## config.mk

```make
export PLATFORM = sky130hd
export DESIGN_NAME = lci_core
export DESIGN_NICKNAME = d
export VERILOG_FILES = /design/src/hw/lci_pkg.sv /design/src/hw/lci_core.sv
export SDC_FILE = /design/constraint.sdc
export NUM_CORES = 1
export LEC_CHECK = 0
export BUFFER_PORTS_ARGS = -buffer_cell sky130_fd_sc_hd__buf_2
export CAP_MARGIN = 30
export CORE_UTILIZATION = 59
export DETAILED_ROUTE_END_ITERATION = 6
export PLACE_DENSITY = 0.84
export SETUP_SLACK_MARGIN = 0.2
export SLEW_MARGIN = 20
export SYNTH_ARGS = -nofsm -noshare
export SYNTH_HDL_FRONTEND = slang
export SYNTH_SLANG_ARGS = --single-unit
```

## constraint.sdc

```tcl
create_clock -name ref_clk -period 2.85 [get_ports ref_clk]
set_input_delay 0.1425 -clock ref_clk [delete_from_list [all_inputs] [get_ports ref_clk]]
set_output_delay 0.1425 -clock ref_clk [all_outputs]
set_load 0.02 [all_outputs]
```

## src/hw/lci_pkg.sv

```systemverilog
// Package for the contrast, static indicator and power-save command block
// Assumes a single 200 MHz clock and byte-wide command writes
package lci_pkg;
    // ---------------------------------------------------------------
    // Command codes
    // ---------------------------------------------------------------
    localparam logic [7:0] LCI_CMD_CONTRAST_MODE = 8'h81;
    localparam logic [6:0] LCI_CMD_INDICATOR = 7'h56;
    localparam logic [6:0] LCI_CMD_DISPLAY = 7'h57;
    localparam logic [6:0] LCI_CMD_ENTIRE_ON = 7'h52;
    localparam logic [7:0] LCI_CMD_SOFT_RESET = 8'hE2;

    // ---------------------------------------------------------------
    // Field positions and widths
    // ---------------------------------------------------------------
    localparam int LCI_CONTRAST_W = 6;
    localparam int LCI_BLINK_W = 2;
    localparam int LCI_FLAG_BIT = 0;

    // ---------------------------------------------------------------
    // Reset values
    // ---------------------------------------------------------------
    localparam logic [5:0] LCI_CONTRAST_RESET = 6'h00;
    localparam logic [1:0] LCI_BLINK_RESET = 2'h0;

    // ---------------------------------------------------------------
    // Indicator modes
    // ---------------------------------------------------------------
    localparam logic [1:0] LCI_IND_OFF = 2'h0;
    localparam logic [1:0] LCI_IND_FAST = 2'h1;
    localparam logic [1:0] LCI_IND_SLOW = 2'h2;
    localparam logic [1:0] LCI_IND_STEADY = 2'h3;

    // ---------------------------------------------------------------
    // Timing
    // ---------------------------------------------------------------
    localparam int LCI_CLK_MHZ = 200;
    localparam int LCI_BLINK_FAST_MS = 500;
    localparam int LCI_BLINK_SLOW_MS = 1000;
    localparam longint LCI_FAST_CYCLES = longint'(LCI_BLINK_FAST_MS) * 1000 * LCI_CLK_MHZ;
    localparam longint LCI_SLOW_CYCLES = longint'(LCI_BLINK_SLOW_MS) * 1000 * LCI_CLK_MHZ;

    // ---------------------------------------------------------------
    // Types
    // ---------------------------------------------------------------
    typedef enum logic [2:0]
    {
        LCI_DEC_NORMAL = 3'b001,
        LCI_DEC_CONTRAST = 3'b010,
        LCI_DEC_INDICATOR = 3'b100
    } lci_dec_t;

    typedef enum logic [2:0]
    {
        LCI_PWR_RUN = 3'b001,
        LCI_PWR_SLEEP = 3'b010,
        LCI_PWR_STANDBY = 3'b100
    } lci_pwr_t;

    typedef struct packed
    {
        logic drive_off;
        logic osc_off;
        logic supply_off;
        logic sleep;
        logic standby;
    } lci_power_t;
endpackage

```

## src/hw/lci_core.sv

```systemverilog
// Command decoder for contrast, static indicator and power save
// Assumes host bus logic presents each written byte with a one-cycle strobe
// Summary of operation
// RULE1: Register-set byte loads low six bits as contrast; top two bits ignored.
// RULE2: Contrast mode ends once the register-set byte is loaded.
// RULE3: Host should program contrast 100000 when adjustment is unused.
// RULE4: Byte 1010110x: bit0 low indicator off, high on and arm register byte.
// RULE5: After indicator-on the next byte is only the indicator register byte.
// RULE6: Indicator-off is complete in one byte.
// RULE7: Indicator mode 00 off, 01 fast blink, 10 slow blink, 11 steady.
// RULE8: Indicator output responds only to indicator commands; software reset also clears the mode to off here.
// RULE9: Entire-on while display off: sleep if indicator off, else standby.
// RULE10: Sleep ends after power-save-off command plus indicator-on command.
// RULE11: Sleep halts oscillator and liquid-crystal supply.
// RULE12: Sleep and standby stop matrix drive, outputs grounded.
// RULE13: Low-power modes keep RAM, settings and host RAM access.
// RULE14: Standby stops supply and drive but keeps indicator blinking.
// RULE15: Software reset in standby moves to sleep.
// RULE16: Byte 10000001 enters contrast mode; nothing else accepted until data.
// RULE17: Byte 1010111x turns display on with bit0 high, off when low.
// RULE18: Byte 1010010x sets entire-display-on; set while off triggers power save.
// RULE19: Software reset clears contrast and indicator mode registers.
// RULE20: Blink periods come from a counter dividing the clock.
// RULE21: While awaiting a second byte, any command byte is register data.
module lci_core
    import lci_pkg::*;
#(
    parameter longint FAST_CYCLES = LCI_FAST_CYCLES,
    parameter longint SLOW_CYCLES = LCI_SLOW_CYCLES
)
(
    input wire logic ref_clk,
    input wire logic rst_n,
    input wire logic wr_strobe,
    input wire logic command_data_select,
    input wire logic [7:0] wr_data,
    output logic [5:0] contrast_level,
    output logic [1:0] indicator_blink_select,
    output logic indicator_segment_out,
    output logic display_on,
    output logic entire_on,
    output lci_power_t power_state
);
    if (FAST_CYCLES < 2 || SLOW_CYCLES < 2 || FAST_CYCLES > 64'h0000_0000_FFFF_FFFF
        || SLOW_CYCLES > 64'h0000_0000_FFFF_FFFF)
    begin
        $error("lci_core: blink counts out of range");
    end

    // ---------------------------------------------------------------
    // Command decoding state
    // ---------------------------------------------------------------
    lci_dec_t dec_q, dec_d;
    lci_pwr_t pwr_q, pwr_d;
    logic [5:0] contrast_q, contrast_d;
    logic [1:0] blink_q, blink_d;
    logic ind_on_q, ind_on_d;
    logic disp_q, disp_d;
    logic entire_q, entire_d;
    logic wake_cmd_q, wake_cmd_d;
    logic wake_ind_q, wake_ind_d;
    logic cmd;

    assign cmd = wr_strobe && !command_data_select;

    always_comb
    begin
        dec_d = dec_q;
        pwr_d = pwr_q;
        contrast_d = contrast_q;
        blink_d = blink_q;
        ind_on_d = ind_on_q;
        disp_d = disp_q;
        entire_d = entire_q;
        wake_cmd_d = wake_cmd_q;
        wake_ind_d = wake_ind_q;
        if (cmd)
        begin
            case (dec_q)
                LCI_DEC_CONTRAST:
                begin
                    contrast_d = wr_data[LCI_CONTRAST_W-1:0]; // RULE1 RULE21
                    dec_d = LCI_DEC_NORMAL; // RULE2
                end
                LCI_DEC_INDICATOR:
                begin
                    blink_d = wr_data[LCI_BLINK_W-1:0]; // RULE7 RULE21
                    dec_d = LCI_DEC_NORMAL; // RULE5
                end
                LCI_DEC_NORMAL:
                begin
                    if (wr_data == LCI_CMD_CONTRAST_MODE)
                        dec_d = LCI_DEC_CONTRAST; // RULE16
                    else if (wr_data[7:1] == LCI_CMD_INDICATOR)
                    begin
                        ind_on_d = wr_data[LCI_FLAG_BIT]; // RULE4 RULE8
                        if (wr_data[LCI_FLAG_BIT])
                        begin
                            dec_d = LCI_DEC_INDICATOR; // RULE4
                            wake_ind_d = 1'b1;
                        end
                        // Off variant leaves decoding normal RULE6
                    end
                    else if (wr_data[7:1] == LCI_CMD_DISPLAY)
                    begin
                        disp_d = wr_data[LCI_FLAG_BIT]; // RULE17
                        if (wr_data[LCI_FLAG_BIT])
                            wake_cmd_d = 1'b1; // RULE10
                    end
                    else if (wr_data[7:1] == LCI_CMD_ENTIRE_ON)
                    begin
                        entire_d = wr_data[LCI_FLAG_BIT]; // RULE18
                        if (!wr_data[LCI_FLAG_BIT])
                            wake_cmd_d = 1'b1; // RULE10
                        else if (!disp_q && pwr_q == LCI_PWR_RUN)
                        begin
                            pwr_d = ind_on_q ? LCI_PWR_STANDBY : LCI_PWR_SLEEP; // RULE9
                            wake_cmd_d = 1'b0;
                            wake_ind_d = 1'b0;
                        end
                    end
                    else if (wr_data == LCI_CMD_SOFT_RESET)
                    begin
                        contrast_d = LCI_CONTRAST_RESET; // RULE19
                        blink_d = LCI_BLINK_RESET; // RULE19
                        if (pwr_q == LCI_PWR_STANDBY)
                        begin
                            pwr_d = LCI_PWR_SLEEP; // RULE15
                            wake_cmd_d = 1'b0;
                            wake_ind_d = 1'b0;
                        end
                    end
                end
                default: dec_d = LCI_DEC_NORMAL;
            endcase
        end
        // Leaving a low-power mode
        if (pwr_q == LCI_PWR_SLEEP && wake_cmd_d && wake_ind_d)
        begin
            pwr_d = LCI_PWR_RUN; // RULE10
            wake_cmd_d = 1'b0;
            wake_ind_d = 1'b0;
        end
        else if (pwr_q == LCI_PWR_STANDBY && wake_cmd_d)
        begin
            pwr_d = LCI_PWR_RUN;
            wake_cmd_d = 1'b0;
            wake_ind_d = 1'b0;
        end
    end

    always_ff @(posedge ref_clk)
    begin
        if (!rst_n)
        begin
            dec_q <= LCI_DEC_NORMAL;
            pwr_q <= LCI_PWR_RUN;
            contrast_q <= LCI_CONTRAST_RESET;
            blink_q <= LCI_BLINK_RESET;
            ind_on_q <= 1'b0;
            disp_q <= 1'b0;
            entire_q <= 1'b0;
            wake_cmd_q <= 1'b0;
            wake_ind_q <= 1'b0;
        end
        else
        begin
            dec_q <= dec_d;
            pwr_q <= pwr_d;
            contrast_q <= contrast_d;
            blink_q <= blink_d;
            ind_on_q <= ind_on_d;
            disp_q <= disp_d;
            entire_q <= entire_d;
            wake_cmd_q <= wake_cmd_d;
            wake_ind_q <= wake_ind_d;
        end
    end

    // ---------------------------------------------------------------
    // Blink divider and indicator drive
    // ---------------------------------------------------------------
    logic [31:0] div_q, div_d;
    logic phase_q, phase_d;
    logic seg_q, seg_d;
    logic [31:0] period;
    logic osc_run;

    assign osc_run = (pwr_q != LCI_PWR_SLEEP); // RULE11
    assign period = (blink_q == LCI_IND_SLOW) ? 32'(SLOW_CYCLES) : 32'(FAST_CYCLES);

    always_comb
    begin
        div_d = div_q;
        phase_d = phase_q;
        if (!osc_run || blink_q == LCI_IND_OFF || blink_q == LCI_IND_STEADY)
        begin
            div_d = 32'h0000_0000;
            phase_d = 1'b1;
        end
        else if (div_q >= period - 32'h0000_0001)
        begin
            div_d = 32'h0000_0000;
            phase_d = !phase_q; // RULE20
        end
        else
            div_d = div_q + 32'h0000_0001; // RULE20
        case (blink_q)
            LCI_IND_OFF: seg_d = 1'b0;
            LCI_IND_STEADY: seg_d = ind_on_q;
            default: seg_d = ind_on_q && phase_q; // RULE7 RULE14
        endcase
    end

    always_ff @(posedge ref_clk)
    begin
        if (!rst_n)
        begin
            div_q <= 32'h0000_0000;
            phase_q <= 1'b1;
            seg_q <= 1'b0;
        end
        else
        begin
            div_q <= div_d;
            phase_q <= phase_d;
            seg_q <= seg_d;
        end
    end

    // ---------------------------------------------------------------
    // Registered outputs
    // ---------------------------------------------------------------
    lci_power_t pw_q, pw_d;

    always_comb
    begin
        pw_d.sleep = (pwr_d == LCI_PWR_SLEEP);
        pw_d.standby = (pwr_d == LCI_PWR_STANDBY);
        pw_d.osc_off = (pwr_d == LCI_PWR_SLEEP); // RULE11
        pw_d.supply_off = (pwr_d != LCI_PWR_RUN); // RULE11 RULE14
        pw_d.drive_off = (pwr_d != LCI_PWR_RUN); // RULE12 RULE13
    end

    always_ff @(posedge ref_clk)
    begin
        if (!rst_n)
            pw_q <= '0;
        else
            pw_q <= pw_d;
    end

    assign contrast_level = contrast_q;
    assign indicator_blink_select = blink_q;
    assign indicator_segment_out = seg_q;
    assign display_on = disp_q;
    assign entire_on = entire_q;
    assign power_state = pw_q;
endmodule

```

==> key figures <==
Run status
  • Status: finished, final reports clean

Placement
  • Routability Congestion: 0.952
  • IO buf count: 27
  • Worst slack, placed: 480 ps
  • Final HPWL DP: 3.96 mm

Timing
  • Worst slew pin tran: 594 ps
  • Final TNS setup: 0 ps
  • Peak Freq: 405 MHz
  • Crit share post-route: 86.6%
  • Final setup vio count: 0
  • Slew HR: 60.2%
  • Max Clock Skew: 7.04 ps
  • Final Hold Fails: 0
  • Max-slew violation count: 0
  • Period minus WS final: 2470 ps
  • Unrepaired setup endpoints after global routing: no
  • Worst Setup Slack, final: 382 ps

Synth
  • Syn avg cell area: 9.03 µm²
  • Seq/Total Area, Yosys: 38.9%
  • Compound-Gate Fraction of Synth Area: 10.8%
  • Flops & latches, synth: 56
  • Mux contribution to synthesized area: 2.08%
  • Largest family of logic cells by synthesized area: simple AND/OR/NAND/NOR gates
  • Post-Synth XOR/XNOR Area: 7.29%
  • Simple-Gate Fraction of Synth Area: 31.9%
  • Syn Inst Count: 319
  • Synth Flop Type: dfxtp_1
  • Syn. warnings: 0
  • Post-synth EDFFs: 0
  • Yosys cell types: 54
  • Post-Syn Area: 2880 µm²
  • Synth async-reset ratio: 0%
  • Synth Area in Adders: 5.64%

Power and ir drop
  • Tot Pwr: 1.35 mW
  • Pleak: 1.21 nW
  • Pwr per Cell Area: 426 nW/µm²
  • Maximum VDD drop: 0.285 mV

Setup path
  • Critical Path Start Type: flip-flop
  • Cells on worst reg2reg path: 9
  • Arrival time worst endpoint: 2720 ps
  • Worst path slowest cell: a221oi_1
  • Worst EP required: 3100 ps
  • Crit-path leading delay family: compound AO/OA/AOI/OAI gates
  • Worst setup EP type: flip-flop
  • Critical path fanouts, max: 19
  • Crit-path cells: ha_1, inv_1, ha_1, a21oi_1, o21ai_0, a221oi_1, nand3_1, buf_4, a21oi_1
  • Worst path bufs/invs: 2
  • Stages on the worst setup path: 9
  • Reg-to-Reg Start: indicator_blink_select[1]
  • Slowest stage delay, CP: 480 ps
  • Crit path launch: indicator_blink_select[1]
  • Setup CP Type: reg2reg

Die
  • Io pins: 28
  • Initial Util: 61.0%
  • Die ar.: 5170 µm²
  • Die Y-Extent: 71.9 µm
  • Area of the core: 4720 µm²
  • Die width: 71.9 µm
  • Std cell rows: 25

Detailed routing
  • Wire per inst: 13.7 µm
  • Vias/cell: 5.73
  • Initial DRC count: 143
  • Highest routed metal layer: met4
  • Met2 WL: 2.51 mm
  • Antenna violation net count after detailed routing: 0
  • Wirelength, routed: 5.65 mm
  • Routed vias: 2362
  • Wire length on met3: 228 µm
  • # DRC: 0
  • First drt pass iteration count: 4
  • Routed met1 length: 2.87 mm

Cells and area
  • Area of the multi-input gates: 1670 µm²
  • Diodes inserted: 0
  • Layout cells sized above 1: 13.3%
  • FF/Latch Area: 1120 µm²
  • Final Util: 67.0%
  • # fillers: 396
  • Fin nets: 369
  • Layout area overhead: 9.90%

Global routing
  • Vias in the first global route: 1993
  • Total congestion overflow: 0
  • Largest net degree at the start of global routing: 20
  • Initial antenna violation count: 0
  • First-pass GRT wire length: 9.38 mm
  • Total track usage: 23.1%

Clocking
  • Post-CTS Resized: 0
  • Setup Fix Bufs, Post-CTS: 0
  • CTS tree: yes
  • H-tree lvl count: 2
  • Clock Path Buffers: 2
  • CTS clk-pin slew, worst paths: 100 ps
  • Clock Sinks: 56
  • Root Driver: clkbuf_8
  • Hold_buf cts: 0
  • Cts bufs inserted: 5
  • Skew-Pair Late Insertion Delay: 310 ps

Flow run
  • Max_cap viols: 0

Worst hold path
  • Min-delay worst type: in2reg
  • Worst Hold Launch: rst_n
  • Hold Path Depth: 2
cells in the mapped netlist, types with 2 or more instances:
master | number | area, µm²
o31ai_1 | 2 | 15.0
buf_2 | 3 | 15.0
nand2_1 | 22 | 82.6
nor3_1 | 5 | 25.0
buf_4 | 3 | 22.5
ha_1 | 13 | 163
a21o_1 | 2 | 15.0
xor2_1 | 15 | 131
nor4_1 | 4 | 25.0
and4b_1 | 3 | 30.0
a21oi_1 | 9 | 45.0
o211ai_1 | 2 | 15.0
xnor2_1 | 9 | 78.8
and3_1 | 8 | 50.1
nand3_1 | 18 | 90.1
dfxtp_1 | 56 | 1120
nor4b_2 | 2 | 30.0
nand4b_1 | 2 | 17.5
a21boi_1 | 4 | 30.0
nand2b_1 | 2 | 12.5
or3_1 | 6 | 37.5
a31oi_1 | 5 | 31.3
mux2i_1 | 6 | 60.1
nor2b_1 | 10 | 62.6
nor3b_1 | 7 | 52.6
inv_1 | 8 | 30.0
o21ai_0 | 6 | 30.0
nor2_1 | 36 | 135
clkbuf_1 | 6 | 22.5
a21boi_0 | 4 | 30.0
and4_1 | 6 | 52.6
nor4b_1 | 2 | 17.5
nand4_1 | 9 | 56.3
or3b_1 | 4 | 35.0
cells in the final DEF, fill, tap and decap left out, types with 3 or more instances in the layout:
cell type	instances
and4b_1	3
nor3b_1	7
conb_1	3
nand4_1	9
clkbuf_8	5
a21boi_0	4
a21oi_1	9
a31oi_1	5
nor2b_1	10
a21boi_1	4
nand3_1	18
or3_1	6
inv_1	8
mux2i_1	6
xnor2_1	9
nand2_1	22
o21ai_0	6
and4_1	6
nor3_1	5
dfxtp_1	56
buf_2	27
xor2_1	15
or3b_1	4
nor4_1	4
nor2_1	36
ha_1	13
and3_1	8
power by group:
part | switching (mW) | leakage, nW | internal [mW] | total [mW]
sequential | 0.000976 | 0.452 | 0.784 | 0.785
clock | 0.254 | 0.0552 | 0.261 | 0.515
combinational | 0.0311 | 0.700 | 0.0188 | 0.0500
total | 0.286 | 1.21 | 1.06 | 1.35
state kept, by name (all words and copies together), names as in the netlist:
register,cells
ind_on_q,1
wake_ind_q,1
power_state,3
display_on,1
contrast_level,6
pwr_q,3
div_q,32
dec_q,3
indicator_segment_out,1
wake_cmd_q,1
indicator_blink_select,2
phase_q,1
entire_on,1
final cells by class:
cell class	instances	share of cell area (%)
clock buffers	6	2.29
clock inverters	2	1.11
inverters	8	0.948
multi-input cells	244	52.9
flip-flops and latches	56	35.4
well taps	67	2.65
repair buffers	29	4.74
worst register-to-register path: stages (launching register included):
cell,delay [ps]
dfxtp_1,420
ha_1,300
inv_1,150
ha_1,210
a21oi_1,180
o21ai_0,120
a221oi_1,480
nand3_1,180
buf_4,250
a21oi_1,130
kinds of logic (layout without fill, tap and decap cells):
logic type,after synthesis,after routing
adders and majority gates,13,13
AOI/OAI and AO/OA,43,43
xor gates and xnor gates,24,24
muxes,6,6
and+or+nand+nor,155,155
other,1,3
DFF,56,56
buffers and inverters,21,45
stage by stage:
stage	area, µm²	hold slack (ps)	cells
6_report	3170	179	412
5_1_grt	3170	197	412
4_1_cts	3170	164	412
3_5_place_dp	3060	445	404
3_3_place_gp	3060	436	404
2_1_floorplan	2890	296	321
path summary, 6_finish.rpt:
| kind | endpoint | slack (ps) |
|---|---|---|
| max | div_q[23] | 380 |
| min | dec_q[0] | 180 |
| max reg2reg | div_q[23] | 380 |
| min reg2reg | contrast_level[5] | 450 |
per-layer routing:
| metal | vias up | global-route usage, % |
|---|---|---|
| met5 | - | 0 |
| met3 | 4 | 5.06 |
| met4 | 0 | 6.97 |
| met1 | 1111 | 34.3 |
| met2 | 60 | 33.2 |
| li1 | 1187 | - |
No activity file was read; power rests on OpenSTA's default activity.
